**src/rtl/mto_pkg.sv**
```systemverilog
`default_nettype none
package mto_pkg;
  // ==========================================================
  // register map
  localparam logic [7:0] MTO_ADDR_BASE = 8'h4A;
  localparam logic [7:0] MTO_ADDR_HIGH_ACCEL = 8'h4A;
  localparam logic [7:0] MTO_ADDR_WAKE_X = 8'h4B;
  localparam logic [7:0] MTO_ADDR_WAKE_Y = 8'h4C;
  localparam logic [7:0] MTO_ADDR_WAKE_Z = 8'h4D;
  localparam logic [7:0] MTO_ADDR_GYRO_X_LOW = 8'h4E;
  localparam logic [7:0] MTO_ADDR_GYRO_XY_HIGH = 8'h4F;
  localparam logic [7:0] MTO_ADDR_GYRO_Y_LOW = 8'h50;
  localparam logic [7:0] MTO_ADDR_GYRO_Z_LOW = 8'h51;
  localparam int MTO_REG_COUNT = 8;
  localparam logic [2:0] MTO_IDX_HIGH_ACCEL = 3'h0;
  localparam logic [2:0] MTO_IDX_WAKE_X = 3'h1;
  localparam logic [2:0] MTO_IDX_WAKE_Y = 3'h2;
  localparam logic [2:0] MTO_IDX_WAKE_Z = 3'h3;
  localparam logic [2:0] MTO_IDX_GYRO_X_LOW = 3'h4;
  localparam logic [2:0] MTO_IDX_GYRO_XY_HIGH = 3'h5;
  localparam logic [2:0] MTO_IDX_GYRO_Y_LOW = 3'h6;
  localparam logic [2:0] MTO_IDX_GYRO_Z_LOW = 3'h7;
  localparam logic [7:0] MTO_RESET_VALUE = 8'h00;
  // ==========================================================
  // field positions
  localparam int MTO_COUNT_LSB = 0;
  localparam int MTO_COUNT_MSB = 2;
  localparam int MTO_MAG_LSB = 3;
  localparam int MTO_MAG_MSB = 7;
  localparam int MTO_X_HIGH_LSB = 0;
  localparam int MTO_X_HIGH_MSB = 3;
  localparam int MTO_Y_HIGH_LSB = 4;
  localparam int MTO_Y_HIGH_MSB = 7;
  // ==========================================================
  // scaling
  localparam logic [13:0] MTO_MAG_STEP_MG = 14'h00FA;
  localparam logic [17:0] MTO_WAKE_FULL_MG = 18'h003E8;
  localparam int MTO_WAKE_SHIFT = 8;
  // ==========================================================
  // carriers
  typedef struct packed {
    logic wr;
    logic rd;
    logic [7:0] addr;
    logic [7:0] data;
  } mto_bus_s;
  typedef enum logic [0:0] {
    MTO_QUIET = 1'b0,
    MTO_HIGH = 1'b1
  } mto_state_e;
endpackage
`default_nettype wire

```
**src/rtl/mto_motion_threshold_offset_regs.sv**
```systemverilog
// Contract
// - high-g sample count is code plus one
// - high-g limit is 250 mg per step
// - x motion compared against 8-bit x limit
// - y motion compared against 8-bit y limit
// - wake limits fixed mg, 1g/256 steps
// - 12-bit gyro trims, 1/32 dps, added
// - x trim low byte at 0x4E
// - y trim high nibble at 0x4F bits 7:4
// - y trim low byte at 0x50
// - z trim low byte at 0x51
`timescale 1ns/1ps
`default_nettype none
module mto_motion_threshold_offset_regs #(
  parameter int DATA_W = 16
) (
  // clock and reset
  input wire logic sys_clk_in,
  input wire logic reset_n_in,
  // register port
  input wire mto_pkg::mto_bus_s reg_bus_in,
  output logic [7:0] reg_rdata_out,
  output logic reg_rvalid_out,
  // acceleration samples, magnitudes in mg
  input wire logic sample_valid_in,
  input wire logic [15:0] accel_x_mag_in,
  input wire logic [15:0] accel_y_mag_in,
  input wire logic [15:0] accel_z_mag_in,
  input wire logic [15:0] accel_norm_mg_in,
  // detector results
  output logic motion_wake_out,
  output logic high_accel_state_out,
  // gyro path
  input wire logic [DATA_W-1:0] gyro_x_raw_in,
  input wire logic [DATA_W-1:0] gyro_y_raw_in,
  input wire logic [DATA_W-1:0] gyro_z_raw_in,
  input wire logic [3:0] rate_z_trim_high_in,
  output logic [DATA_W-1:0] gyro_x_trim_out,
  output logic [DATA_W-1:0] gyro_y_trim_out,
  output logic [DATA_W-1:0] gyro_z_trim_out,
  // decoded configuration
  output logic [3:0] high_accel_sample_count_out,
  output logic [13:0] high_accel_limit_mg_out,
  output logic [7:0] motion_wake_x_limit_out,
  output logic [7:0] motion_wake_y_limit_out,
  output logic [7:0] motion_wake_z_limit_out
);
  // ==========================================================
  // functions
  function automatic logic mapped(input logic [7:0] a);
    mapped = (a >= mto_pkg::MTO_ADDR_BASE) &&
             (a <= mto_pkg::MTO_ADDR_GYRO_Z_LOW);
  endfunction

  function automatic logic [2:0] reg_index(input logic [7:0] a);
    logic [7:0] d;
    d = a - mto_pkg::MTO_ADDR_BASE;
    reg_index = d[2:0];
  endfunction

  function automatic logic [15:0] wake_mg(input logic [7:0] code);
    logic [17:0] p;
    p = {10'h000, code} * mto_pkg::MTO_WAKE_FULL_MG;
    wake_mg = {6'h00, p[17:mto_pkg::MTO_WAKE_SHIFT]};
  endfunction

  function automatic logic [DATA_W-1:0] add_trim(
    input logic [DATA_W-1:0] raw,
    input logic [11:0] trim
  );
    add_trim = raw + {{(DATA_W-12){trim[11]}}, trim};
  endfunction

  // ==========================================================
  // register file
  logic [7:0] regs_reg [mto_pkg::MTO_REG_COUNT];
  logic [7:0] regs_next [mto_pkg::MTO_REG_COUNT];
  logic [7:0] rdata_reg, rdata_next;
  logic rvalid_reg, rvalid_next;

  always_comb begin
    regs_next = regs_reg;
    rvalid_next = reg_bus_in.rd;
    rdata_next = 8'h00;
    if (reg_bus_in.rd && mapped(reg_bus_in.addr)) begin
      rdata_next = regs_reg[reg_index(reg_bus_in.addr)];
    end
    if (reg_bus_in.wr && mapped(reg_bus_in.addr)) begin
      regs_next[reg_index(reg_bus_in.addr)] = reg_bus_in.data;
    end
  end

  always_ff @(posedge sys_clk_in or negedge reset_n_in) begin
    if (!reset_n_in) begin
      for (int i = 0; i < mto_pkg::MTO_REG_COUNT; i++) begin
        regs_reg[i] <= mto_pkg::MTO_RESET_VALUE;
      end
      rdata_reg <= 8'h00;
      rvalid_reg <= 1'b0;
    end else begin
      regs_reg <= regs_next;
      rdata_reg <= rdata_next;
      rvalid_reg <= rvalid_next;
    end
  end

  assign reg_rdata_out = rdata_reg;
  assign reg_rvalid_out = rvalid_reg;

  // ==========================================================
  // configuration decode
  logic [2:0] count_code;
  logic [4:0] mag_code;
  logic [11:0] trim_x, trim_y, trim_z;
  logic [15:0] wake_x_mg, wake_y_mg, wake_z_mg;
  logic [3:0] cnt_reg, cnt_next;
  logic [13:0] lim_reg, lim_next;

  // decoded from the next image, so flops track the register
  assign count_code = regs_next[mto_pkg::MTO_IDX_HIGH_ACCEL]
    [mto_pkg::MTO_COUNT_MSB:mto_pkg::MTO_COUNT_LSB];
  assign mag_code = regs_next[mto_pkg::MTO_IDX_HIGH_ACCEL]
    [mto_pkg::MTO_MAG_MSB:mto_pkg::MTO_MAG_LSB];

  always_comb begin
    cnt_next = {1'b0, count_code} + 4'h1;
    lim_next = ({9'h000, mag_code} + 14'h0001) *
      mto_pkg::MTO_MAG_STEP_MG;
  end

  always_ff @(posedge sys_clk_in or negedge reset_n_in) begin
    if (!reset_n_in) begin
      cnt_reg <= 4'h1;
      lim_reg <= mto_pkg::MTO_MAG_STEP_MG;
    end else begin
      cnt_reg <= cnt_next;
      lim_reg <= lim_next;
    end
  end

  assign high_accel_sample_count_out = cnt_reg;
  assign high_accel_limit_mg_out = lim_reg;
  assign motion_wake_x_limit_out = regs_reg[mto_pkg::MTO_IDX_WAKE_X];
  assign motion_wake_y_limit_out = regs_reg[mto_pkg::MTO_IDX_WAKE_Y];
  assign motion_wake_z_limit_out = regs_reg[mto_pkg::MTO_IDX_WAKE_Z];
  assign wake_x_mg = wake_mg(motion_wake_x_limit_out);
  assign wake_y_mg = wake_mg(motion_wake_y_limit_out);
  assign wake_z_mg = wake_mg(motion_wake_z_limit_out);
  assign trim_x = {regs_reg[mto_pkg::MTO_IDX_GYRO_XY_HIGH]
    [mto_pkg::MTO_X_HIGH_MSB:mto_pkg::MTO_X_HIGH_LSB],
    regs_reg[mto_pkg::MTO_IDX_GYRO_X_LOW]};
  assign trim_y = {regs_reg[mto_pkg::MTO_IDX_GYRO_XY_HIGH]
    [mto_pkg::MTO_Y_HIGH_MSB:mto_pkg::MTO_Y_HIGH_LSB],
    regs_reg[mto_pkg::MTO_IDX_GYRO_Y_LOW]};
  assign trim_z = {rate_z_trim_high_in,
    regs_reg[mto_pkg::MTO_IDX_GYRO_Z_LOW]};

  // ==========================================================
  // detectors and gyro trim
  mto_pkg::mto_state_e state_reg, state_next;
  logic [3:0] run_reg, run_next;
  logic wake_reg, wake_next;
  logic [DATA_W-1:0] gx_reg, gx_next, gy_reg, gy_next, gz_reg, gz_next;

  always_comb begin
    state_next = state_reg;
    run_next = run_reg;
    wake_next = 1'b0;
    gx_next = add_trim(gyro_x_raw_in, trim_x);
    gy_next = add_trim(gyro_y_raw_in, trim_y);
    gz_next = add_trim(gyro_z_raw_in, trim_z);
    if (sample_valid_in) begin
      wake_next = (accel_x_mag_in > wake_x_mg) ||
                  (accel_y_mag_in > wake_y_mg) ||
                  (accel_z_mag_in > wake_z_mg);
      if ({2'b00, accel_norm_mg_in[13:0]} != accel_norm_mg_in ||
          accel_norm_mg_in[13:0] > high_accel_limit_mg_out) begin
        if (run_reg != 4'hF) begin
          run_next = run_reg + 4'h1;
        end
        case (state_reg)
          mto_pkg::MTO_QUIET: begin
            if (run_reg + 4'h1 >= high_accel_sample_count_out) begin
              state_next = mto_pkg::MTO_HIGH;
            end
          end
          mto_pkg::MTO_HIGH: state_next = mto_pkg::MTO_HIGH;
          default: state_next = mto_pkg::MTO_QUIET;
        endcase
      end else begin
        run_next = 4'h0;
        state_next = mto_pkg::MTO_QUIET;
      end
    end
  end

  always_ff @(posedge sys_clk_in or negedge reset_n_in) begin
    if (!reset_n_in) begin
      state_reg <= mto_pkg::MTO_QUIET;
      run_reg <= 4'h0;
      wake_reg <= 1'b0;
      gx_reg <= '0;
      gy_reg <= '0;
      gz_reg <= '0;
    end else begin
      state_reg <= state_next;
      run_reg <= run_next;
      wake_reg <= wake_next;
      gx_reg <= gx_next;
      gy_reg <= gy_next;
      gz_reg <= gz_next;
    end
  end

  assign motion_wake_out = wake_reg;
  assign high_accel_state_out = (state_reg == mto_pkg::MTO_HIGH);
  assign gyro_x_trim_out = gx_reg;
  assign gyro_y_trim_out = gy_reg;
  assign gyro_z_trim_out = gz_reg;

  // ==========================================================
  // assertions
  a_count_decode: assert property (@(posedge sys_clk_in)
    disable iff (!reset_n_in)
    reg_bus_in.wr && reg_bus_in.addr == mto_pkg::MTO_ADDR_HIGH_ACCEL |=>
    high_accel_sample_count_out == {1'b0, $past(reg_bus_in.data[2:0])} + 4'h1)
    else $error("sample count decode wrong");
  a_mag_decode: assert property (@(posedge sys_clk_in)
    disable iff (!reset_n_in)
    reg_bus_in.wr && reg_bus_in.addr == mto_pkg::MTO_ADDR_HIGH_ACCEL &&
    reg_bus_in.data[7:3] == 5'h16 |=> high_accel_limit_mg_out == 14'h1676)
    else $error("high-g limit decode wrong");
  a_x_limit: assert property (@(posedge sys_clk_in)
    disable iff (!reset_n_in)
    reg_bus_in.wr && reg_bus_in.addr == mto_pkg::MTO_ADDR_WAKE_X |=>
    motion_wake_x_limit_out == $past(reg_bus_in.data))
    else $error("x wake limit not stored");
  a_y_limit: assert property (@(posedge sys_clk_in)
    disable iff (!reset_n_in)
    reg_bus_in.wr && reg_bus_in.addr == mto_pkg::MTO_ADDR_WAKE_Y |=>
    motion_wake_y_limit_out == $past(reg_bus_in.data))
    else $error("y wake limit not stored");
  a_z_limit: assert property (@(posedge sys_clk_in)
    disable iff (!reset_n_in)
    reg_bus_in.wr && reg_bus_in.addr == mto_pkg::MTO_ADDR_WAKE_Z |=>
    motion_wake_z_limit_out == $past(reg_bus_in.data))
    else $error("z wake limit not stored");
  a_wake_scale: assert property (@(posedge sys_clk_in)
    disable iff (!reset_n_in)
    sample_valid_in && accel_x_mag_in > 16'h03E8 |=> motion_wake_out)
    else $error("above 1 g must wake");
  a_wake_quiet: assert property (@(posedge sys_clk_in)
    disable iff (!reset_n_in)
    !sample_valid_in |=> !motion_wake_out)
    else $error("wake without a sample");
  a_gyro_x_sum: assert property (@(posedge sys_clk_in)
    disable iff (!reset_n_in)
    reg_bus_in.wr && reg_bus_in.addr == mto_pkg::MTO_ADDR_GYRO_X_LOW ##1
    !reg_bus_in.wr |=> gyro_x_trim_out - $past(gyro_x_raw_in) ==
    {{(DATA_W-12){$past(regs_reg[5][3], 2)}},
     $past(regs_reg[5][3:0], 2), $past(reg_bus_in.data, 2)})
    else $error("x trim not added");
  a_read_back: assert property (@(posedge sys_clk_in)
    disable iff (!reset_n_in)
    reg_bus_in.rd && reg_bus_in.addr == mto_pkg::MTO_ADDR_GYRO_XY_HIGH |=>
    reg_rvalid_out && reg_rdata_out == $past(regs_reg[5]))
    else $error("read data wrong");
  a_high_drop: assert property (@(posedge sys_clk_in)
    disable iff (!reset_n_in)
    sample_valid_in && accel_norm_mg_in <= {2'b00, high_accel_limit_mg_out}
    |=> !high_accel_state_out)
    else $error("high-g held below limit");
endmodule
`default_nettype wire

```
**config.mk**
```make
export PLATFORM = sky130hd
export DESIGN_NAME = mto_motion_threshold_offset_regs
export DESIGN_NICKNAME = d
export VERILOG_FILES = /design/src/rtl/mto_pkg.sv /design/src/rtl/mto_motion_threshold_offset_regs.sv
export SDC_FILE = /design/constraint.sdc
export NUM_CORES = 1
export LEC_CHECK = 0
export ABC_CLOCK_PERIOD_IN_PS = 11400
export BUFFER_PORTS_ARGS = -buffer_cell sky130_fd_sc_hd__buf_2
export CAP_MARGIN = 40
export CORE_UTILIZATION = 37
export DETAILED_ROUTE_END_ITERATION = 16
export PLACE_DENSITY = 0.64
export SLEW_MARGIN = 20
export SYNTH_ARGS = -nofsm -noshare
export SYNTH_HDL_FRONTEND = slang
export SYNTH_SLANG_ARGS = --single-unit
```
**constraint.sdc**
```tcl
create_clock -name sys_clk_in -period 11.4 [get_ports sys_clk_in]
set_input_delay 2.28 -clock sys_clk_in [delete_from_list [all_inputs] [get_ports sys_clk_in]]
set_output_delay 2.28 -clock sys_clk_in [all_outputs]
set_load 0.1 [all_outputs]
```
==> results of run 1 <==
==> worst min path at each step <==
stage / from / end / cells past startpoint
finish: regs_reg[56]$_DFF_PN0_ / high_accel_sample_count_out[0]$_DFF_PN1_ / 1
global route: regs_reg[56]$_DFF_PN0_ / high_accel_sample_count_out[0]$_DFF_PN1_ / 1
CTS: regs_reg[56]$_DFF_PN0_ / high_accel_sample_count_out[0]$_DFF_PN1_ / 1
detailed placement: regs_reg[56]$_DFF_PN0_ / high_accel_sample_count_out[0]$_DFF_PN1_ / 1
global placement: regs_reg[56]$_DFF_PN0_ / high_accel_sample_count_out[0]$_DFF_PN1_ / 1
floorplan: regs_reg[56]$_DFF_PN0_ / high_accel_sample_count_out[0]$_DFF_PN1_ / 1
==> metal layers <==
layer	wire length, um	part of all wire (%)
met1	13500	43
met2	15400	50
met3	1720	5.5
met4	435	1.4
met5	28	0.090
==> final cells by class <==
type / count / share of cell area [%]
Timing Repair Buffer: 239 / 8.00
Antenna cell: 6 / 0.0977
Sequential cell: 144 / 23.5
Clock inverter: 10 / 1.04
Inverter: 187 / 4.57
Clock buffer: 22 / 2.95
Multi-Input combinational cell: 872 / 56.1
Tap cell: 455 / 3.70
==> through the flow <==
| stage | util (%) | instances | total power (W) | cell area [um^2] | setup slack [ns] |
|---|---|---|---|---|---|
| final | 44.2 | 1935 | 0.00205 | 15400 | 3.55 |
| after global placement | 42.3 | 1896 | 0.00146 | 14700 | 3.34 |
| after global routing | 44.2 | 1933 | 0.00217 | 15400 | 3.04 |
| after detailed placement | 42.4 | 1897 | 0.00148 | 14700 | 3.15 |
| after CTS | 44.1 | 1929 | 0.00208 | 15400 | 3.57 |
| after floorplan | - | 1239 | 0.00130 | 13200 | 4.06 |
==> kinds of logic after synthesis <==
logic type | after synthesis
compound gates | 208
xor+xnor | 86
fa+ha+maj | 304
buf+inv | 223
flops | 144
mux | 89
other cells | 1
simple gates | 184
==> synth_stat cells (all sizes together), types with 3 or more instances <==
master / n
a21oi: 70
o21a: 19
o31a: 4
or3: 9
nand4: 11
nor2b: 15
nor3: 18
inv: 187
o221a: 3
and3: 6
o21ai: 31
nor2: 48
fa: 76
a21o: 30
a2111oi: 3
mux4: 16
o21bai: 10
mux2i: 12
nand2b: 12
o41ai: 5
xor2: 21
clkbuf: 4
mux2: 61
dfstp: 7
nor4: 7
nand3: 12
a21boi: 4
a211oi: 4
xnor2: 65
buf: 32
dfrtp: 137
a31oi: 8
or2: 8
nand2: 33
and2: 3
ha: 228
==> where the power goes <==
group          switching (W)  internal (W)  total (W)
logic               0.000587      0.000258   0.000845
registers          0.0000470      0.000571   0.000618
clock network       0.000212      0.000371   0.000583
==> worst max-delay path, cell delays in order <==
cell       delay (ns)
buf_2            0.41
o21ai_1          0.09
or2_1            0.26
a2111oi_4        0.51
nand2_2          0.35
mux2i_4          0.37
inv_1            0.11
ha_1             0.24
xnor2_1          0.39
ha_1             0.31
inv_1            0.10
xnor2_1          0.17
inv_1            0.09
fa_1             0.47
fa_1             0.52
inv_1            0.05
ha_1             0.33
a21o_1           0.20
a21oi_1          0.25
o21bai_1         0.10
a21oi_1          0.22
o21ai_0          0.16
xnor2_1          0.15
==> results.toml, run 1 <==
[status]
run_status = "complete, no violations"

[worst_setup_path]
endpoint_kind = "flop"
crit_arrival_ns = 8.15
worstSetupStartpoint = "reg_bus_in[9]"
startpoint_type = "primary input"
rr_endpoint = "motion_wake_out$_DFF_PN0_"
rrSetupSlack_ns = 5.36
r2r_cells = 19
critPathCapture = "high_accel_limit_mg_out[13]$_DFF_PN0_"
cp_data_required_time_ns = 11.70
crit_path_max_fanout = 21
critPathKind = "primary input to flop"

[clocking]
clockBufferDepth = 2
cts_tree = "yes"
cts_buffers = 17
post-cts-setup-buffer-count = 0
post_cts_resized = 0
root_buffer = "clkbuf_16"
postCtsHoldBufs = 0
cts_max_level = 4
clock_latency_ns = 0.42
cts.sinks = 144
path_clk_slew_ns = 0.06

[drt]
antenna_left = 0
postRouteWirelength_um = 31100
drc = 0
firstDrtPassIters = 4
wire_per_inst_um = 16.1
num_vias = 9541
vias_per_cell = 4.93
drt-initial-drc-count = 342

[floorplanning]
io_pins = 238
initial_core_util_pct = 37.9
die_x_um = 191
die_y_um = 191
core_um2 = 34800
dieArea_um2 = 36400
fp-row-count = 68

[placement]
placement.io_buffers = 236
dpl.hpwl_um = 25700
globalplace.congestion = 0.814

[synthesis]
ys_async_sr_fraction_pct = 100
synth-compound-area-share_pct = 10.5
ys.flop_type = "dfrtp_1"
synthCells = 1239
seq_area_frac_synth_pct = 27.4
synth_edf_count = 0
ys_ff_latch = 144
netlist.area_leader.share_pct = 26.0
synth_top_area_cell = "dfrtp_1"
synth.area.mux_share_pct = 9.10
synth_cell_types = 59
synth_area_leaders = "dfrtp_1 26%, ha_1 22%, fa_1 12%"
synth_xor_area_share_pct = 5.71
syn_avg_cell_area_um2 = 10.6
syn_area_um2 = 13200
yosysWarnings = 0
synth_nets = 1680
synth_top_family_by_area = "adder cells"
synth_fa_ha_area_share_pct = 33.2
synthSimpleGateAreaFrac_pct = 6.96

[cells_and_area]
n_fill_cell = 3346
final_common_cell = "buf_2"
most-common-layout-cells = "235 x buf_2, 228 x ha_1, 187 x inv_1"
multiInputGateArea_um2 = 8630
nNetsFinal = 1902
syn_to_final_growth_pct = 16.6
seqCellArea_um2 = 3610
drive_above_1_share_pct = 25.0

[power]
vdd_ir_drop_max_v = 0.0000999
pwr_density_cell_nw_per_um2 = 133
p_leak_nw = 8.39

[sta]
final_max_slew_viol_count = 0
fmax_mhz = 127
tightest_slew_ns = 0.628
holdWs_ns = 0.506
fin_tns_setup_ns = 0
finalCritPeriodShare_pct = 68.9
setup_viol = 0
hold_viol = 0
timing.final.crit_period_ns = 7.85
rsz0062_at_grt = "false"
slew_headroom_pct = 57.1
skew_ns = 0.00686

[global_routing]
grtUsageMet3_pct = 3.90
grt_start_max_net_pins = 62
top_usage_layer = "met2"
grt_antenna_before_repair = 8
grt_pass1_vias = 10000
track_usage_pct = 17.7
grt_pass1_wl_um = 50400
use_met2_pct = 30.9
overflow = 0
gr-usage-met1_pct = 21.9

[worst_hold_path]
hp-class = "flop to flop"

[flow_run]
maxCapViolCount = 0
Power figures use the tool's default switching activity.
==> run 2, diff against run 1 <==
--- a/config.mk
+++ b/config.mk
@@ -5,12 +5,13 @@
 export SDC_FILE = /design/constraint.sdc
 export NUM_CORES = 1
 export LEC_CHECK = 0
-export ABC_CLOCK_PERIOD_IN_PS = 11400
+export ABC_AREA = 1
+export ABC_CLOCK_PERIOD_IN_PS = 6940
 export BUFFER_PORTS_ARGS = -buffer_cell sky130_fd_sc_hd__buf_2
 export CAP_MARGIN = 40
 export CORE_UTILIZATION = 37
 export DETAILED_ROUTE_END_ITERATION = 16
-export PLACE_DENSITY = 0.64
+export PLACE_DENSITY = 0.66
 export SLEW_MARGIN = 20
 export SYNTH_ARGS = -nofsm -noshare
 export SYNTH_HDL_FRONTEND = slang
==> constraint.sdc (replaced) <==
create_clock -name sys_clk_in -period 6.94 [get_ports sys_clk_in]
set_input_delay 1.388 -clock sys_clk_in [delete_from_list [all_inputs] [get_ports sys_clk_in]]
set_output_delay 1.388 -clock sys_clk_in [all_outputs]
set_load 0.1 [all_outputs]
==> run 2 against run 1 <==
- final area increased by 2.5%
- synthesized cell count increased by 29%
- largest cell class unchanged
- critical path type unchanged
- flip-flop and latch count unchanged
- combinational power increased to 3.1 times the previous value
- core utilization decreased by 0.31 points
==> results.toml, run 2 <==
[drt]
num_vias = 11200
antenna_left = 0
postRouteWirelength_um = 34400
wire_per_inst_um = 15.0
drt-initial-drc-count = 508
firstDrtPassIters = 8
drc = 0
vias_per_cell = 4.89

[synthesis]
synth_top_area_cell = "dfrtp_1"
yosysMostFrequentCell = "nand2_1"
synthCells = 1597
synth_nets = 2038
yosysWarnings = 0
synth_cell_types = 48
seq_area_frac_synth_pct = 26.5
ys.flop_type = "dfrtp_1"
synth_edf_count = 0
ys_async_sr_fraction_pct = 100
netlist.area_leader.share_pct = 25.2
ys_ff_latch = 144
syn_area_um2 = 13600
synth_area_leaders = "dfrtp_1 25%, ha_1 21%, fa_1 11%"
syn_avg_cell_area_um2 = 8.54
synthTopCellsByCount = "297 x nand2_1, 271 x inv_1, 228 x ha_1"

[worst_hold_path]
hp-class = "flop to flop"

[global_routing]
grt_antenna_before_repair = 7
grt_pass1_vias = 11200
top_usage_layer = "met2"
grt_start_max_net_pins = 78
grtUsageMet3_pct = 3.17
grt_pass1_wl_um = 55800
gr-usage-met1_pct = 24.9
track_usage_pct = 18.6
overflow = 0
use_met2_pct = 31.0

[worst_setup_path]
critPathKind = "primary input to flop"
crit_path_cell_trace = "buf_2 > inv_1 > nand2_1 > nand2_1 > nand2_2 > nand3_4 > inv_6 > nand2_2 > o21ai_4 > ha_1 > nand2_1 > nor2_4 > xor2_1 > fa_1 > inv_1 > fa_1 > fa_1 > inv_1 > ha_1 > a21oi_1 > o21ai_0 > nand4_1 > o211ai_1 > xor2_1"
startpoint_type = "primary input"
max_stage_delay_ns = 0.55
crit_slowest_cell = "fa_1"
crit_arrival_ns = 6.33
crit_buf_inv = 5
cp_data_required_time_ns = 7.24
path_delay_family = "adder cells"
crit_path_max_fanout = 13
endpoint_kind = "flop"

[sta]
setup_viol = 0
holdWs_ns = 0.516
timing.final.crit_period_ns = 6.03
slew_headroom_pct = 49.9
finalCritPeriodShare_pct = 86.8
final_max_slew_viol_count = 0
fmax_mhz = 166
hold_viol = 0
skew_ns = 0.00989
tightest_slew_ns = 0.743
fin_tns_setup_ns = 0
rsz0062_at_grt = "false"

[cells_and_area]
most-common-layout-cells = "297 x nand2_1, 271 x inv_1, 235 x buf_2"
seqCellArea_um2 = 3610
syn_to_final_growth_pct = 15.6
multiInputGateArea_um2 = 8710
n_fill_cell = 3540
final_common_cell = "nand2_1"
nNetsFinal = 2256
drive_above_1_share_pct = 16.8

[clocking]
post-cts-setup-buffer-count = 0
post_cts_resized = 0
cts_tree = "yes"
clockBufferDepth = 2
clock_latency_ns = 0.43
cts_buffers = 17
cts_max_level = 4
path_clk_slew_ns = 0.06
root_buffer = "clkbuf_16"
cts.sinks = 144
postCtsHoldBufs = 0

[power]
vdd_ir_drop_max_v = 0.000406
p_total_w = 0.00462
p_leak_nw = 8.67
pwr_density_cell_nw_per_um2 = 293

[floorplanning]
io_pins = 238
die_y_um = 194
core_um2 = 35900
die_x_um = 194
initial_core_util_pct = 38.0
dieArea_um2 = 37600
fp-row-count = 69

[placement]
placement.io_buffers = 236
globalplace.congestion = 0.945
dpl.hpwl_um = 28600

[flow_run]
maxCapViolCount = 0

[status]
run_status = "complete, no violations"
==> run 2: cell types whose count changed in the layout (fill, tap and decap cells not counted), moves of 10 or more <==
cell | before | now
o21ai_0 | 29 | 107
nand2b_1 | 12 | 0
mux2i_1 | 10 | 0
a21o_1 | 30 | 6
nand2_1 | 32 | 297
xnor2_1 | 65 | 32
inv_1 | 187 | 271
mux4_2 | 16 | 0
a21oi_1 | 70 | 103
xor2_1 | 21 | 60
nand3_1 | 12 | 51
mux2_2 | 59 | 0
o21a_1 | 19 | 6
nor2b_1 | 15 | 0
==> run 2: worst reg2reg max path, cell delays in order, from the launching register on <==
cell	delay, ns
dfrtp_1	0.62
fa_1	0.56
xor2_1	0.20
ha_1	0.18
a21oi_1	0.14
fa_1	0.45
fa_1	0.51
inv_1	0.04
ha_1	0.37
a21oi_1	0.17
nor2_1	0.05
a211oi_1	0.15
o21ai_0	0.20
nand2_1	0.10
nand2_1	0.06
xor2_1	0.16
ha_1	0.30
a21oi_1	0.15
o21a_1	0.13
nand2_1	0.05
nand2_1	0.05
nand2_1	0.05
nand2_1	0.12
nand3_1	0.14
nand2_1	0.08
inv_1	0.04
==> run 2: path summary, 6_finish.rpt <==
| path | startpoint | end | slack (ns) | depth (start not counted) |
|---|---|---|---|---|
| max in group asynchronous | reset_n_in | gyro_y_trim_out[10]$_DFF_PN0_ | 4.86 | 3 |
| setup reg to reg | flop | motion_wake_out$_DFF_PN0_ | 1.78 | 25 |
| hold reg to reg | high_accel_state_out$_DFFE_PN0P_ | high_accel_state_out$_DFFE_PN0P_ | 0.52 | 2 |
| hold / removal | high_accel_state_out$_DFFE_PN0P_ | high_accel_state_out$_DFFE_PN0P_ | 0.52 | 2 |
| setup / recovery | reg_bus_in[9] | high_accel_limit_mg_out[13]$_DFF_PN0_ | 0.91 | 24 |
| min in group asynchronous | reset_n_in | gyro_x_trim_out[15]$_DFF_PN0_ | 1.00 | 1 |
==> run 2: area by class of cell <==
class	count	area share [%]
repair buffers	240	7.85
well taps	461	3.66
clock buffers	21	2.92
diodes	3	0.0476
flip-flops and latches	144	22.9
inverters	275	6.60
multi-input cells	1137	55.3
clock inverters	11	0.683
==> run 2: power breakdown <==
group	total [W]	switching (W)	internal (W)
Sequential	0.00108	0.0000872	0.000995
Combinational	0.00264	0.00182	0.000815
Clock	0.000899	0.000384	0.000515
Total	0.00462	0.00229	0.00232
==> run 2: cells by family (layout without fill, tap and decap cells) <==
group,Yosys count,count (layout),synth area share [%]
compound gates,277,277,11.3
xor+xnor,92,92,5.91
fa+ha+maj,304,304,32.1
buf+inv,316,547,9.56
flops,144,144,26.5
other cells,1,4,0.0275
simple gates,463,463,14.6
==> run 2: layer usage <==
metal | up-vias | share of wire [%]
met5 | - | 0.14
met2 | 236 | 47
li1 | 5600 | -
met1 | 5312 | 46
met4 | 8 | 1.8
met3 | 44 | 5.2
==> run 2: metrics by stage <==
stage	cells	setup slack [ns]	cell area, um^2	utilization [%]
final	2292	0.913	15800	43.9
after global routing	2292	0.515	15800	43.9
after detailed placement	2257	0.529	15200	42.3
after global placement	2254	0.691	15100	42.2
after CTS	2289	0.915	15700	43.9
after floorplan	1597	1.21	13600	-
==> run 3, diff against run 2 <==
--- a/config.mk
+++ b/config.mk
@@ -5,13 +5,14 @@
 export SDC_FILE = /design/constraint.sdc
 export NUM_CORES = 1
 export LEC_CHECK = 0
-export ABC_AREA = 1
 export ABC_CLOCK_PERIOD_IN_PS = 6940
 export BUFFER_PORTS_ARGS = -buffer_cell sky130_fd_sc_hd__buf_2
 export CAP_MARGIN = 40
+export CELL_PAD_IN_SITES_DETAIL_PLACEMENT = 1
+export CELL_PAD_IN_SITES_GLOBAL_PLACEMENT = 1
 export CORE_UTILIZATION = 37
 export DETAILED_ROUTE_END_ITERATION = 16
-export PLACE_DENSITY = 0.66
+export PLACE_DENSITY = 0.79
 export SLEW_MARGIN = 20
 export SYNTH_ARGS = -nofsm -noshare
 export SYNTH_HDL_FRONTEND = slang
==> run 3 against run 2 <==
- sequential power down 6%
- first-iteration DRC count decreased by 43%
- highest routed layer unchanged
- critical path depth is 4 lower
- final area decreased by 2.3%
- via count is 11% lower
- total power fell by 27%
- worst hold slack better by 0.011 ns
- register-to-register slack lost 0.80 ns
- combinational power fell by 46%
- flip-flop and latch count stayed put
- cell count fell by 15%
==> results.toml, run 3 (synthesized netlist as in run 1, its figures left out) <==
[global_routing]
grt_start_max_net_pins = 79
grt_antenna_before_repair = 8
overflow = 0
grt_pass1_wl_um = 56300
track_usage_pct = 20.0
grt_pass1_vias = 10900

[sta]
final_max_slew_viol_count = 0
hold_viol = 0
fmax_mhz = 156
fin_tns_setup_ns = 0
slew_headroom_pct = 50.9
timing.final.crit_period_ns = 6.43
tightest_slew_ns = 0.718
rsz0062_at_grt = "false"
setup_slack_ns = 0.510
finalCritPeriodShare_pct = 92.6
setup_viol = 0
skew_ns = 0.0115

[worst_setup_path]
rrSetupSlack_ns = 0.98
cp_common_cell = "fa_1"
max_stage_delay_ns = 0.54
cp_data_required_time_ns = 7.24
endpoint_kind = "flop"
crit_slowest_cell = "fa_1"
r2r_cells = 19
rr_endpoint = "motion_wake_out$_DFF_PN0_"
crit_path_max_fanout = 7
critPathKind = "primary input to flop"
worstSetupStartpoint = "reg_bus_in[9]"
crit_arrival_ns = 6.73
startpoint_type = "primary input"
crit_path_cell_trace = "buf_2 > o21ai_1 > or2_1 > a2111oi_4 > nand2_2 > mux2_4 > ha_1 > o21ai_1 > xor2_1 > fa_1 > inv_1 > fa_1 > fa_1 > inv_1 > ha_1 > a21oi_1 > o21bai_1 > a21oi_1 > o21ai_0 > xnor2_1"

[placement]
globalplace.congestion = 0.848
dpl.hpwl_um = 29000
dp_slack_ns = 0.118
placed_cell_area_um2 = 14700
placement.io_buffers = 236

[clocking]
cts.sinks = 144
post_cts_resized = 0
clock_latency_ns = 0.43
cts_tree = "yes"
root_buffer = "clkbuf_16"
postCtsHoldBufs = 0
cts_max_level = 4
post-cts-setup-buffer-count = 0
cts_buffers = 17
clockBufferDepth = 2
path_clk_slew_ns = 0.06

[drt]
firstDrtPassIters = 5
wire_per_inst_um = 18.1
vias_per_cell = 5.12
drc = 0
antenna_left = 0
drt-initial-drc-count = 290
num_vias = 9925
postRouteWirelength_um = 35100

[floorplanning]
dieArea_um2 = 36400
core_um2 = 34800
die_y_um = 191
initial_core_util_pct = 37.9
die_x_um = 191
io_pins = 238
fp-row-count = 68

[cells_and_area]
fin_util_pct = 44.2
n_fill_cell = 3925
syn_to_final_growth_pct = 16.7
nNetsFinal = 1907
final_common_cell = "buf_2"
seqCellArea_um2 = 3610
multiInputGateArea_um2 = 8630
most-common-layout-cells = "235 x buf_2, 228 x ha_1, 187 x inv_1"
fin_area_um2 = 15400
drive_above_1_share_pct = 25.4

[flow_run]
maxCapViolCount = 0

[power]
vdd_ir_drop_max_v = 0.000162
p_leak_nw = 8.41
pwr_density_cell_nw_per_um2 = 219

[worst_hold_path]
holdPathEnd = "high_accel_state_out$_DFFE_PN0P_"
hp-class = "flop to flop"
min_from = "high_accel_state_out$_DFFE_PN0P_"
holdPathStages = 2

[status]
run_status = "complete, no violations"
-- run 3: stage by stage --
step                power, W  hold WS [ns]  cells
floorplan            0.00213         0.405   1239
global placement     0.00240         0.506   1900
detailed placement   0.00245         0.522   1900
CTS                  0.00341         0.535   1931
global route         0.00357         0.560   1937
finish               0.00337         0.527   1937
-- run 3: worst max-delay path by stage --
stage | end | cells past startpoint | slack [ns]
6_report | high_accel_limit_mg_out[13]$_DFF_PN0_ | 20 | 0.51
5_1_grt | high_accel_limit_mg_out[13]$_DFF_PN0_ | 20 | 0.18
4_1_cts | high_accel_limit_mg_out[13]$_DFF_PN0_ | 20 | 0.54
3_5_place_dp | high_accel_limit_mg_out[13]$_DFF_PN0_ | 20 | 0.12
3_3_place_gp | high_accel_limit_mg_out[13]$_DFF_PN0_ | 20 | 0.24
2_1_floorplan | high_accel_limit_mg_out[13]$_DFF_PN0_ | 21 | 0.49
-- run 3: worst max-delay path, delay by kind of cell --
family / cells / cell delay (ns)
buffers and inverters: 3 / 0.43
muxes: 1 / 0.40
adders and majority gates: 5 / 2.04
and+or+nand+nor: 2 / 0.53
xor gates and xnor gates: 2 / 0.50
AOI/OAI and AO/OA: 7 / 1.42
-- run 3: power breakdown --
group          switching [W]  total [W]  internal, W
Sequential         0.0000757    0.00101     0.000937
Clock               0.000383   0.000932     0.000549
Combinational       0.000990    0.00142     0.000431
Total                0.00145    0.00337      0.00192
-- run 3: metal layers --
metal / part of all wire [%] / wire length, um / GRT usage [%] / vias up
met5: 0.12 / 41 / 0 / -
met2: 50 / 17600 / 35.1 / 224
met4: 2.0 / 694 / 6.31 / 6
li1: - / - / - / 4691
met1: 42 / 14900 / 24.4 / 4960
met3: 5.6 / 1970 / 4.10 / 44
-- run 3: cell type report --
type | instances | area share, %
clock inverters | 12 | 0.870
repair buffers | 244 | 8.32
well taps | 455 | 3.70
flip-flops and latches | 144 | 23.5
diodes | 4 | 0.0650
clock buffers | 19 | 2.94
multi-input cells | 872 | 56.1
inverters | 187 | 4.56
